## config.mk

```make
export PLATFORM = sky130hd
export DESIGN_NAME = rre_exec
export DESIGN_NICKNAME = d
export VERILOG_FILES = /design/src/rre_pkg.sv /design/src/rre_exec.sv
export VERILOG_INCLUDE_DIRS = /design/src /design/src/src
export SDC_FILE = /design/constraint.sdc
export NUM_CORES = 1
export LEC_CHECK = 0
export BUFFER_PORTS_ARGS = -buffer_cell sky130_fd_sc_hd__buf_2
export CAP_MARGIN = 20
export CORE_ASPECT_RATIO = 2
export CORE_MARGIN = 2
export CORE_UTILIZATION = 44
export CTS_CLUSTER_SIZE = 24
export DETAILED_ROUTE_END_ITERATION = 16
export PLACE_DENSITY = 0.84
export SYNTH_ARGS = -nofsm -noshare
export SYNTH_HDL_FRONTEND = slang
export SYNTH_SLANG_ARGS = --single-unit
```

## constraint.sdc

```tcl
create_clock -name sys_clk -period 1.87 [get_ports sys_clk]
set_clock_uncertainty 0.2 [all_clocks]
set_input_delay 0.187 -clock sys_clk [delete_from_list [all_inputs] [get_ports sys_clk]]
set_output_delay 0.187 -clock sys_clk [all_outputs]
set_load 0.05 [all_outputs]
```

## src/rre_map.svh

```systemverilog
// constants for the return and rotate execution block
`ifndef RRE_MAP_SVH
`define RRE_MAP_SVH

// ----------------------------------------------------------------
// bit positions of the data byte
// ----------------------------------------------------------------
`define RRE_MSB        7
`define RRE_LSB        0

// ----------------------------------------------------------------
// reset and forced values
// ----------------------------------------------------------------
`define RRE_WR_RST     8'h00
`define RRE_CARRY_RST  1'b0
`define RRE_MIE_RST    1'b0
`define RRE_MIE_ON     1'b1
`define RRE_MIE_OFF    1'b0

// ----------------------------------------------------------------
// default widths and vector
// ----------------------------------------------------------------
`define RRE_PC_W       10
`define RRE_ADDR_W     8
`define RRE_IRQ_VEC    10'h004

`endif

```

## src/rre_pkg.sv

```systemverilog
// types for the return and rotate execution block
`default_nettype none

package rre_pkg;

  // ----------------------------------------------------------------
  // operations accepted from the decoder
  // ----------------------------------------------------------------
  typedef enum logic [2:0] {
    RRE_OP_RET_LIT  = 3'b000,
    RRE_OP_RET_IRQ  = 3'b001,
    RRE_OP_RL_MEM   = 3'b010,
    RRE_OP_RL_WR    = 3'b011,
    RRE_OP_RLC_MEM  = 3'b100,
    RRE_OP_RLC_WR   = 3'b101,
    RRE_OP_RR_MEM   = 3'b110,
    RRE_OP_NONE     = 3'b111
  } rre_op_t;

  // ----------------------------------------------------------------
  // sequencer states
  // ----------------------------------------------------------------
  typedef enum logic [2:0] {
    RRE_ST_IDLE = 3'b000,
    RRE_ST_READ = 3'b001,
    RRE_ST_CALC = 3'b010,
    RRE_ST_POP  = 3'b011,
    RRE_ST_IRQ  = 3'b100
  } rre_state_t;

endpackage

`default_nettype wire
```

## src/rre_exec.sv

```systemverilog
// return and rotate execution unit of the core
//
// Overview of operation
// - literal return pops pc, loads working register
// - interrupt return pops pc, sets master enable
// - pending interrupt serviced on interrupt return, before main program resumes
// - left rotate memory, bit7 to bit0, flags kept
// - left rotate into working register, memory kept
// - left rotate through carry, written to memory
// - left through carry into working, carry updated
// - right rotate memory, bit0 to bit7, flags kept
`include "rre_map.svh"
`default_nettype none

module rre_exec #(
  parameter int unsigned           PC_W    = `RRE_PC_W,
  parameter int unsigned           ADDR_W  = `RRE_ADDR_W,
  parameter logic [`RRE_PC_W-1:0]  IRQ_VEC = `RRE_IRQ_VEC
) (
  input  wire logic                sys_clk,
  input  wire logic                srst,
  input  wire logic                op_valid,
  input  wire rre_pkg::rre_op_t    op_code,
  input  wire logic [7:0]          op_imm,
  input  wire logic [ADDR_W-1:0]   op_addr,
  input  wire logic [7:0]          mem_rdata,
  input  wire logic [PC_W-1:0]     stack_top,
  input  wire logic                irq_pending,
  input  wire logic                carry_wr,
  input  wire logic                carry_wdata,
  input  wire logic                working_wr,
  input  wire logic [7:0]          working_wdata,
  output logic                     busy,
  output logic                     done,
  output logic [ADDR_W-1:0]        mem_addr,
  output logic                     mem_rd,
  output logic                     mem_wr,
  output logic [7:0]               mem_wdata,
  output logic                     stack_pop,
  output logic                     stack_push,
  output logic [PC_W-1:0]          stack_push_data,
  output logic                     pc_load,
  output logic [PC_W-1:0]          pc_value,
  output logic                     irq_ack,
  output logic [7:0]               working_register,
  output logic                     carry_flag,
  output logic                     master_irq_enable
);

  // ----------------------------------------------------------------
  // rotate unit: returns {new carry, result}
  // ----------------------------------------------------------------
  function automatic logic [8:0] rre_rotate(input rre_pkg::rre_op_t op,
                                            input logic [7:0] d,
                                            input logic c);
    logic [8:0] r;
    r = {c, d};
    case (op)
      rre_pkg::RRE_OP_RL_MEM,
      rre_pkg::RRE_OP_RL_WR:   r = {c, d[`RRE_MSB-1:`RRE_LSB], d[`RRE_MSB]};
      rre_pkg::RRE_OP_RLC_MEM,
      rre_pkg::RRE_OP_RLC_WR:  r = {d[`RRE_MSB], d[`RRE_MSB-1:`RRE_LSB], c};
      rre_pkg::RRE_OP_RR_MEM:  r = {c, d[`RRE_LSB], d[`RRE_MSB:`RRE_LSB+1]};
      default:                 r = {c, d};
    endcase
    return r;
  endfunction

  function automatic logic rre_to_mem(input rre_pkg::rre_op_t op);
    return (op == rre_pkg::RRE_OP_RL_MEM) || (op == rre_pkg::RRE_OP_RLC_MEM) ||
           (op == rre_pkg::RRE_OP_RR_MEM);
  endfunction

  function automatic logic rre_is_ret(input rre_pkg::rre_op_t op);
    return (op == rre_pkg::RRE_OP_RET_LIT) || (op == rre_pkg::RRE_OP_RET_IRQ);
  endfunction

  // ----------------------------------------------------------------
  // held operation
  // ----------------------------------------------------------------
  rre_pkg::rre_state_t  state;
  rre_pkg::rre_op_t     cur_op;
  logic [7:0]           cur_imm;
  logic [8:0]           rot;
  logic                 accept;
  logic                 calc;
  logic                 popped;
  logic                 go_irq;

  assign accept = op_valid && (state == rre_pkg::RRE_ST_IDLE) &&
                  (op_code != rre_pkg::RRE_OP_NONE);
  assign calc   = (state == rre_pkg::RRE_ST_CALC);
  assign popped = (state == rre_pkg::RRE_ST_POP);
  // interrupt entry is taken on any pending request at this return; the master enable is not read
  assign go_irq = popped && (cur_op == rre_pkg::RRE_OP_RET_IRQ) && irq_pending;
  assign rot    = rre_rotate(cur_op, mem_rdata, carry_flag);

  always_ff @(posedge sys_clk) begin
    if (srst) begin
      cur_op  <= rre_pkg::RRE_OP_NONE;
      cur_imm <= 8'h00;
    end else if (accept) begin
      cur_op  <= op_code;
      cur_imm <= op_imm;
    end
  end

  // ----------------------------------------------------------------
  // sequencer
  // ----------------------------------------------------------------
  always_ff @(posedge sys_clk) begin
    if (srst) begin
      state <= rre_pkg::RRE_ST_IDLE;
    end else begin
      case (state)
        rre_pkg::RRE_ST_IDLE: begin
          if (accept) begin
            state <= rre_is_ret(op_code) ? rre_pkg::RRE_ST_POP : rre_pkg::RRE_ST_READ;
          end
        end
        rre_pkg::RRE_ST_READ: state <= rre_pkg::RRE_ST_CALC;
        rre_pkg::RRE_ST_CALC: state <= rre_pkg::RRE_ST_IDLE;
        rre_pkg::RRE_ST_POP: begin
          state <= go_irq ? rre_pkg::RRE_ST_IRQ : rre_pkg::RRE_ST_IDLE;
        end
        rre_pkg::RRE_ST_IRQ: state <= rre_pkg::RRE_ST_IDLE;
        default: state <= rre_pkg::RRE_ST_IDLE;
      endcase
    end
  end

  always_ff @(posedge sys_clk) begin
    if (srst) begin
      busy <= 1'b0;
      done <= 1'b0;
    end else begin
      done <= (calc) || (popped && !go_irq) || (state == rre_pkg::RRE_ST_IRQ);
      if (accept) begin
        busy <= 1'b1;
      end else if (calc || (popped && !go_irq) || (state == rre_pkg::RRE_ST_IRQ)) begin
        busy <= 1'b0;
      end
    end
  end

  // ----------------------------------------------------------------
  // data memory port
  // ----------------------------------------------------------------
  always_ff @(posedge sys_clk) begin
    if (srst) begin
      mem_addr  <= '0;
      mem_rd    <= 1'b0;
      mem_wr    <= 1'b0;
      mem_wdata <= 8'h00;
    end else begin
      mem_rd <= accept && !rre_is_ret(op_code);
      mem_wr <= calc && rre_to_mem(cur_op);
      if (accept) begin
        mem_addr <= op_addr;
      end
      if (calc) begin
        mem_wdata <= rot[7:0];
      end
    end
  end

  // ----------------------------------------------------------------
  // stack and program counter
  // ----------------------------------------------------------------
  always_ff @(posedge sys_clk) begin
    if (srst) begin
      stack_pop       <= 1'b0;
      stack_push      <= 1'b0;
      stack_push_data <= '0;
      pc_load         <= 1'b0;
      pc_value        <= '0;
      irq_ack         <= 1'b0;
    end else begin
      stack_pop  <= accept && rre_is_ret(op_code);
      stack_push <= 1'b0;
      pc_load    <= 1'b0;
      irq_ack    <= 1'b0;
      if (popped) begin
        pc_value <= stack_top;
        pc_load  <= !go_irq;
      end
      if (state == rre_pkg::RRE_ST_IRQ) begin
        // the popped address is saved so the main program resumes after the handler
        stack_push      <= 1'b1;
        stack_push_data <= pc_value;
        pc_value        <= IRQ_VEC[PC_W-1:0];
        pc_load         <= 1'b1;
        irq_ack         <= 1'b1;
      end
    end
  end

  // ----------------------------------------------------------------
  // working register
  // ----------------------------------------------------------------
  always_ff @(posedge sys_clk) begin
    if (srst) begin
      working_register <= `RRE_WR_RST;
    end else if (popped && (cur_op == rre_pkg::RRE_OP_RET_LIT)) begin
      working_register <= cur_imm;
    end else if (calc && !rre_to_mem(cur_op)) begin
      working_register <= rot[7:0];
    end else if (working_wr) begin
      working_register <= working_wdata;
    end
  end

  // ----------------------------------------------------------------
  // carry flag: only the through-carry forms and the carry_wr side write touch it
  // ----------------------------------------------------------------
  always_ff @(posedge sys_clk) begin
    if (srst) begin
      carry_flag <= `RRE_CARRY_RST;
    end else if (calc && ((cur_op == rre_pkg::RRE_OP_RLC_MEM) ||
                          (cur_op == rre_pkg::RRE_OP_RLC_WR))) begin
      carry_flag <= rot[8];
    end else if (carry_wr) begin
      carry_flag <= carry_wdata;
    end
  end

  // ----------------------------------------------------------------
  // master interrupt enable
  // ----------------------------------------------------------------
  always_ff @(posedge sys_clk) begin
    if (srst) begin
      master_irq_enable <= `RRE_MIE_RST;
    end else if (state == rre_pkg::RRE_ST_IRQ) begin
      // entry masks nesting; the handler's own return sets it again
      master_irq_enable <= `RRE_MIE_OFF;
    end else if (popped && (cur_op == rre_pkg::RRE_OP_RET_IRQ)) begin
      master_irq_enable <= `RRE_MIE_ON;
    end
  end

endmodule

`default_nettype wire

```

; ---- Word level (Yosys, flattened, before mapping)
; Index checks and enable logic that the tools add are counted.
[totals]
ff_bits = 67
out_inout_bits = 54
elab_cells = 82
[classes]
n_eq_ne = 16
muxes = 17
reduce_logical = 31
[ops]
columns = op, count
row1 = $pmux W9 S3, 1
row2 = $mux W8, 3
row3 = $eq A3 B2 Y1 const B, 4
row4 = $eq A3 B3 Y1 const B, 4
row5 = $mux W3, 4
row6 = $logic_and A1 B1 Y1, 11
row7 = $eq A3 B1 Y1 const B, 3
row8 = $logic_not A3 Y1, 3
row9 = $pmux W3 S3, 1
row10 = $mux W1, 7
row11 = $logic_or A1 B1 Y1, 6
row12 = $ne A2 B2 Y1 const B, 3
row13 = $reduce_bool A2 Y1, 3
row14 = $reduce_or A2 Y1, 3
row15 = $reduce_and A4 Y1, 1
row16 = $logic_not A1 Y1, 3
row17 = $ne A3 B3 Y1 const B, 1
row18 = $reduce_bool A3 Y1, 1
row19 = $mux W2, 1
row20 = $ne A2 B1 Y1 const B, 1

; ---- Logic depth before layout (Yosys ltp)
[logic_depth]
depth_word = 9
ltp_mapped = 7
depth_no_buf = 5

; ---- Worst setup path before layout
; Ideal clock, no wire load.
[synth_timing]
kind = reg2reg
startpoint = register state[1]
endpoint = register working_register[2]
t_arrival_ns = 1.458
required_ns = 1.567
slack_ns = 0.108
path_stages_with_launch = 8
path_buffers = 2
cell_sequence = dfxtp_1 -> buf_4 -> nor3b_2 -> and2_1 -> or3_1 -> buf_2 -> nor2_1 -> a2111oi_2
[synth_via]
elab_chain_len = 4
[synth_lines]
columns = item, line_no
row1 = start: declaration, rre_exec.sv:81  ; rre_pkg::rre_state_t state;
row2 = start signal: assignment, rre_exec.sv:113  ; state <= rre_pkg::RRE_ST_IDLE;
row3 = start signal: assignment, rre_exec.sv:118  ; state <= rre_is_ret(op_code) ? rre_pkg::RRE_ST_POP : rre_pkg::RRE_ST_READ;
row4 = start signal: assignment, rre_exec.sv:121  ; rre_pkg::RRE_ST_READ: state <= rre_pkg::RRE_ST_CALC;
row5 = $eq A3 B2 Y1, rre_exec.sv:92  ; assign calc = (state == rre_pkg::RRE_ST_CALC);
row6 = $logic_and A1 B1 Y1, rre_exec.sv:206  ; end else if (calc && !rre_to_mem(cur_op)) begin
row7 = $mux W8, rre_exec.sv:206
row8 = $mux W8, rre_exec.sv:204  ; end else if (popped && (cur_op == rre_pkg::RRE_OP_RET_LIT)) begin
row9 = end signal: assignment, rre_exec.sv:203  ; working_register <= `RRE_WR_RST;
row10 = end signal: assignment, rre_exec.sv:205  ; working_register <= cur_imm;
row11 = end signal: assignment, rre_exec.sv:207  ; working_register <= rot[7:0];
row12 = end: declaration, rre_exec.sv:45  ; output logic [7:0] working_register,
; Parallel ways exist; a longest one is shown, timed or not.
; A chain may end at the register's enable or synchronous reset.

; ---- Worst setup path after layout
[layout_timing]
startpoint = register cur_op[2]
endpoint = register working_register[4]
[layout_via]
elab_chain_len = 7
[layout_lines]
columns = item, line_no
row1 = start: declaration, rre_exec.sv:82  ; rre_pkg::rre_op_t cur_op;
row2 = start signal: assignment, rre_exec.sv:100  ; cur_op <= rre_pkg::RRE_OP_NONE;
row3 = start signal: assignment, rre_exec.sv:103  ; cur_op <= op_code;
row4 = branches (longest 7 deep; another with $pmux W9 S3), n/a
; Several ways; the timed one is not identified. The select of a mux whose other input is x is not followed.

==> report_table.html <==
<table>
<tr><th>Metric</th><th>Value</th></tr>
<tr><th colspan="2">Detailed routing</th></tr>
<tr><td>Iteration-0 DRC count of the detailed router</td><td>110</td></tr>
<tr><td>Antenna viol nets, final</td><td>0</td></tr>
<tr><td>Vias after detailed routing</td><td>roughly 3,000</td></tr>
<tr><td>Overall routed net length</td><td>7805 um</td></tr>
<tr><td>Routed len/inst</td><td>13.25 um</td></tr>
<tr><td>Detailed-router iteration count before antenna repair</td><td>5</td></tr>
<tr><td>Via density</td><td>5.090</td></tr>
<tr><td>Count of unresolved DRC violations after routing</td><td>0</td></tr>
<tr><th colspan="2">Clock network</th></tr>
<tr><td>Clock Latency Late Sink</td><td>0.32 ns</td></tr>
<tr><td>Clock Sinks</td><td>67</td></tr>
<tr><td>CTS tree</td><td>built</td></tr>
<tr><td>Total clock buffers created by CTS</td><td>9</td></tr>
<tr><td>Clk pin slew, worst setup/hold paths</td><td>approximately 0.050 ns</td></tr>
<tr><td>Number of setup buffers added after CTS</td><td>0</td></tr>
<tr><td>Number of buffers on the longest clock path</td><td>2</td></tr>
<tr><td>H-tree levels</td><td>3</td></tr>
<tr><td>Clock root cell</td><td>sky130_fd_sc_hd__clkbuf_16</td></tr>
<tr><th colspan="2">Critical path</th></tr>
<tr><td>Reg2reg end</td><td>working_register[4]$_SDFFE_PP0P_</td></tr>
<tr><td>Crit. End Element</td><td>register</td></tr>
<tr><td>R2R setup slack</td><td>0.10 ns</td></tr>
<tr><td>Sequence of cells on the critical path</td><td>buf_12 &gt; or4_4 &gt; a2111oi_2</td></tr>
<tr><td>Critical path's slowest cell</td><td>sky130_fd_sc_hd__or4_4</td></tr>
<tr><td>Setup CP Type</td><td>reg -&gt; reg</td></tr>
<tr><td>Type of origin of the critical path</td><td>register</td></tr>
<tr><td>Worst R2R Start</td><td>cur_op[2]$_SDFFE_PP1P_</td></tr>
<tr><td>Number of cells on the worst reg-to-reg path</td><td>3</td></tr>
<tr><td>Required time at the endpoint of the critical path</td><td>around 1.9 ns</td></tr>
<tr><td>CP delay by family, top</td><td>simple AND/OR/NAND/NOR gates</td></tr>
<tr><td>Critical Path AT</td><td>1.78 ns</td></tr>
<tr><td>WP buf/inv</td><td>1</td></tr>
<tr><td>Biggest cell delay along the critical path</td><td>between 0.6 and 0.7 ns</td></tr>
<tr><td>Crit path max fanout</td><td>29</td></tr>
<tr><th colspan="2">Synthesis</th></tr>
<tr><td>Post-synthesis mux area share</td><td>4.780%</td></tr>
<tr><td>Dominant cells by area after synthesis</td><td>sky130_fd_sc_hd__dfxtp_1, sky130_fd_sc_hd__nand2_1, sky130_fd_sc_hd__a21oi_1, sky130_fd_sc_hd__nor2_1, sky130_fd_sc_hd__mux2i_1</td></tr>
<tr><td>Synthesized-area fraction occupied by ao, oa, aoi and oai cells</td><td>18.78%</td></tr>
<tr><td>Count of state elements after synthesis</td><td>67</td></tr>
<tr><td>Instance count of the mapped netlist</td><td>360</td></tr>
<tr><td>Combinational family with the most area after synthesis</td><td>simple AND/OR/NAND/NOR gates</td></tr>
<tr><td>Yosys top cell area share</td><td>45.75%</td></tr>
<tr><td>Synthesis warning total</td><td>0</td></tr>
<tr><td>Xor and xnor fraction of the mapped netlist area</td><td>0.2988%</td></tr>
<tr><td>Synthesized Nets</td><td>412</td></tr>
<tr><td>Post-synthesis share of cell area spent on and, or, nand and nor gates</td><td>25.27%</td></tr>
<tr><td>Async set-reset flop share out of synthesis</td><td>0%</td></tr>
<tr><td>Post-Synthesis Mean Instance Area</td><td>8.143 sq um</td></tr>
<tr><td>Arithmetic-cell share of the synthesized area counting full adders, half adders and majority gates</td><td>0%</td></tr>
<tr><td>Dominant cell type by area after synthesis</td><td>sky130_fd_sc_hd__dfxtp_1</td></tr>
<tr><td>Fraction of the yosys area taken by sequential cells</td><td>45.75%</td></tr>
<tr><td>Post-Synthesis Cell Area</td><td>2932 sq um</td></tr>
<tr><td>Number of synthesized flops with an enable pin</td><td>0</td></tr>
<tr><td>Predominant post-synthesis flop cell</td><td>sky130_fd_sc_hd__dfxtp_1</td></tr>
<tr><td>Number of library cell types mapped by synthesis</td><td>38</td></tr>
<tr><th colspan="2">Min path</th></tr>
<tr><td>Path type of the worst min-delay path</td><td>in -&gt; reg</td></tr>
<tr><td>Hold path endpoint</td><td>state[2]$_SDFFE_PP0P_</td></tr>
<tr><td>Number of cells on the worst hold path</td><td>3</td></tr>
<tr><td>Beginning of the worst hold path</td><td>irq_pending</td></tr>
<tr><th colspan="2">Final layout</th></tr>
<tr><td>Number of standard cells in the final layout excluding fillers</td><td>589</td></tr>
<tr><td>Fraction of final layout cells with drive strength greater than 1</td><td>30.14%</td></tr>
<tr><td>Post-layout nets</td><td>550</td></tr>
<tr><td>Most common cell after layout, fill and taps aside</td><td>sky130_fd_sc_hd__buf_2</td></tr>
<tr><td>Layout Area Growth over Synthesis</td><td>43.75%</td></tr>
<tr><td>Final cell area excluding filler cells</td><td>4214 sq um</td></tr>
<tr><td>Commonest cells after routing, fill and taps aside</td><td>sky130_fd_sc_hd__buf_2, sky130_fd_sc_hd__nand2_1, sky130_fd_sc_hd__dfxtp_1</td></tr>
<tr><td>Diode insertion count for antenna repair</td><td>0</td></tr>
<tr><th colspan="2">Floorplan</th></tr>
<tr><td>Width of the die</td><td>roughly 62 um</td></tr>
<tr><td>I/O pin count</td><td>106</td></tr>
<tr><td>Number of rows in the core area</td><td>42</td></tr>
<tr><td>Vertical extent of the die</td><td>119.4 um</td></tr>
<tr><td>Area of the die</td><td>roughly 7400 sq um</td></tr>
<tr><td>Initial Utilization</td><td>44.99%</td></tr>
<tr><td>Core area</td><td>6516 sq um</td></tr>
<tr><th colspan="2">Pwr</th></tr>
<tr><td>Net switching power</td><td>1.058 mW</td></tr>
<tr><td>Cell internal power dissipation</td><td>2.895 mW</td></tr>
<tr><td>Share of total power in combinational logic</td><td>18.1%</td></tr>
<tr><td>Worst IR Drop VDD</td><td>0.8979 mV</td></tr>
<tr><td>Leakage power</td><td>1.939 nW</td></tr>
<tr><td>Power per cell area</td><td>938.1 nW/um^2</td></tr>
<tr><td>Share of power burned in the clock network</td><td>42.8%</td></tr>
<tr><td>Fraction of power consumed by sequential logic</td><td>39.1%</td></tr>
<tr><td>Switching part of the total power</td><td>between 20% and 30%</td></tr>
<tr><th colspan="2">Timing</th></tr>
<tr><td>Final worst-path cycle share</td><td>94.41%</td></tr>
<tr><td>Total count of hold-check failures in the final report</td><td>0</td></tr>
<tr><td>Tmin final</td><td>between 1.5 and 2 ns</td></tr>
<tr><td>Max-slew headroom at the worst pin</td><td>71.73%</td></tr>
<tr><td>Final worst slack</td><td>0.1046 ns</td></tr>
<tr><td>Worst-margin pin slew</td><td>about 0.42 ns</td></tr>
<tr><td>Number of pins exceeding their max-slew limit in the final report</td><td>0</td></tr>
<tr><td>Setup Total Neg Slack</td><td>0 ns</td></tr>
<tr><td>Number of setup violations in the final report</td><td>0</td></tr>
<tr><td>RSZ-0062 raised after global routing</td><td>no</td></tr>
<tr><td>Maximum clock rate</td><td>between 500 and 600 MHz</td></tr>
<tr><th colspan="2">Global routing</th></tr>
<tr><td>First-pass GRT wire length</td><td>12,390 um</td></tr>
<tr><td>Antenna violations before repair</td><td>0</td></tr>
<tr><td>GR Overflow Total</td><td>0</td></tr>
<tr><td>Via count of the first global-routing pass</td><td>~2,800</td></tr>
<tr><td>Maximum number of pins on one net before global-route repair</td><td>30</td></tr>
<tr><td>Total global-route track usage</td><td>21.91%</td></tr>
<tr><th colspan="2">Run status</th></tr>
<tr><td>Status</td><td>complete, no violations</td></tr>
<tr><th colspan="2">Place</th></tr>
<tr><td>Pre-CTS setup slack</td><td>between 0.06 and 0.07 ns</td></tr>
<tr><td>Routability congestion estimate</td><td>0.8426</td></tr>
<tr><td>Half-perimeter wire length after detailed placement</td><td>a little under 5000 um</td></tr>
<tr><td>Cell Count Post-Placement</td><td>between 500 and 600</td></tr>
<tr><td>Number of port buffers</td><td>105</td></tr>
<tr><td>Post-Place Cell Area</td><td>3596 sq um</td></tr>
<tr><th colspan="2">Run</th></tr>
<tr><td>Max Cap Violations</td><td>0</td></tr>
</table>
state kept, by name, summed over array words and instances, names as in the netlist, 3 cells and up:
register and count:
cur_imm 8, working_register 8, state 3, stack_push_data 10
cur_op 3, pc_value 10, mem_addr 8, mem_wdata 8
routing by layer:
layer / vias to the layer above / wire length, um / track usage, % / share of wire [%]
met5: - / 0 / 0 / 0
met4: 0 / 85 / 7.447 / 1.1
met3: 8 / 429 / 6.189 / 5.5
met2: 107 / 3831 / 35.39 / 49
met1: 1367 / 3458 / 27.04 / 44
li1: 1516 / - / - / -
what timing repair did:
action,CTS,global route
hold endpoints to repair,32,0
hold buffers,31,0
setup endpoints to repair,0,8
resized for setup,0,2
cell usage after synthesis, types with 3 or more instances:
cell	n
sky130_fd_sc_hd__nand3_1	3
sky130_fd_sc_hd__o21ai_0	8
sky130_fd_sc_hd__a211oi_1	8
sky130_fd_sc_hd__nand3b_1	10
sky130_fd_sc_hd__a2111oi_2	6
sky130_fd_sc_hd__nor3_1	3
sky130_fd_sc_hd__o31ai_1	6
sky130_fd_sc_hd__buf_4	5
sky130_fd_sc_hd__nand2_1	83
sky130_fd_sc_hd__clkbuf_1	18
sky130_fd_sc_hd__mux2i_1	14
sky130_fd_sc_hd__buf_2	3
sky130_fd_sc_hd__a31oi_1	4
sky130_fd_sc_hd__a21oi_1	48
sky130_fd_sc_hd__nor2_1	46
sky130_fd_sc_hd__dfxtp_1	67
worst reg2reg max path: stages, from the launching register on:
cell                        delay (ns)
sky130_fd_sc_hd__dfxtp_1          0.35
sky130_fd_sc_hd__buf_12           0.18
sky130_fd_sc_hd__or4_4            0.61
sky130_fd_sc_hd__a2111oi_2        0.33
area by class of cell:
type,instances,area [sq um]
clock inverters,2,35.03
inverters,1,3.754
multi-input cells,263,1445
well taps,88,110.1
repair buffers,156,1011
fillers,549,2302
flip-flops and latches,67,1343
clock buffers,12,266.5
metrics by stage:
step / hold WS (ns) / power, mW / util (%)
floorplan: 0.06507 / 2.033 / -
finish: 0.01320 / 3.953 / 64.67
global placement: 0.2036 / 2.218 / 55.18
detailed placement: 0.2084 / 2.227 / 55.18
global route: 0.02646 / 4.108 / 64.67
CTS: 0.003953 / 3.976 / 64.57
power by group through the flow:
stage	registers, mW	logic (mW)	clock network [mW]
floorplan	1.73	0.301	0
global placement	1.57	0.649	0
detailed placement	1.57	0.655	0
CTS	1.54	0.708	1.73
global route	1.55	0.775	1.78
finish	1.55	0.715	1.69
cell families after synthesis:
logic type	after synthesis
simple gates	162
compound gates	86
mux	14
xor+xnor	1
flops	67
buf+inv	30
worst max path at each step:
stage	start	to	slack, ns	cells after the start
5_1_grt	state[1]$_SDFFE_PP0P_	working_register[6]$_SDFFE_PP0P_	0.006	6
3_3_place_gp	cur_op[1]$_SDFFE_PP1P_	working_register[3]$_SDFFE_PP0P_	0.12	5
3_5_place_dp	cur_op[0]$_SDFFE_PP1P_	working_register[4]$_SDFFE_PP0P_	0.06	5
6_report	cur_op[2]$_SDFFE_PP1P_	working_register[4]$_SDFFE_PP0P_	0.10	3
2_1_floorplan	state[1]$_SDFFE_PP0P_	working_register[2]$_SDFFE_PP0P_	0.11	7
4_1_cts	cur_op[0]$_SDFFE_PP1P_	working_register[4]$_SDFFE_PP0P_	0.05	5
Power figures use the tool's default switching activity.
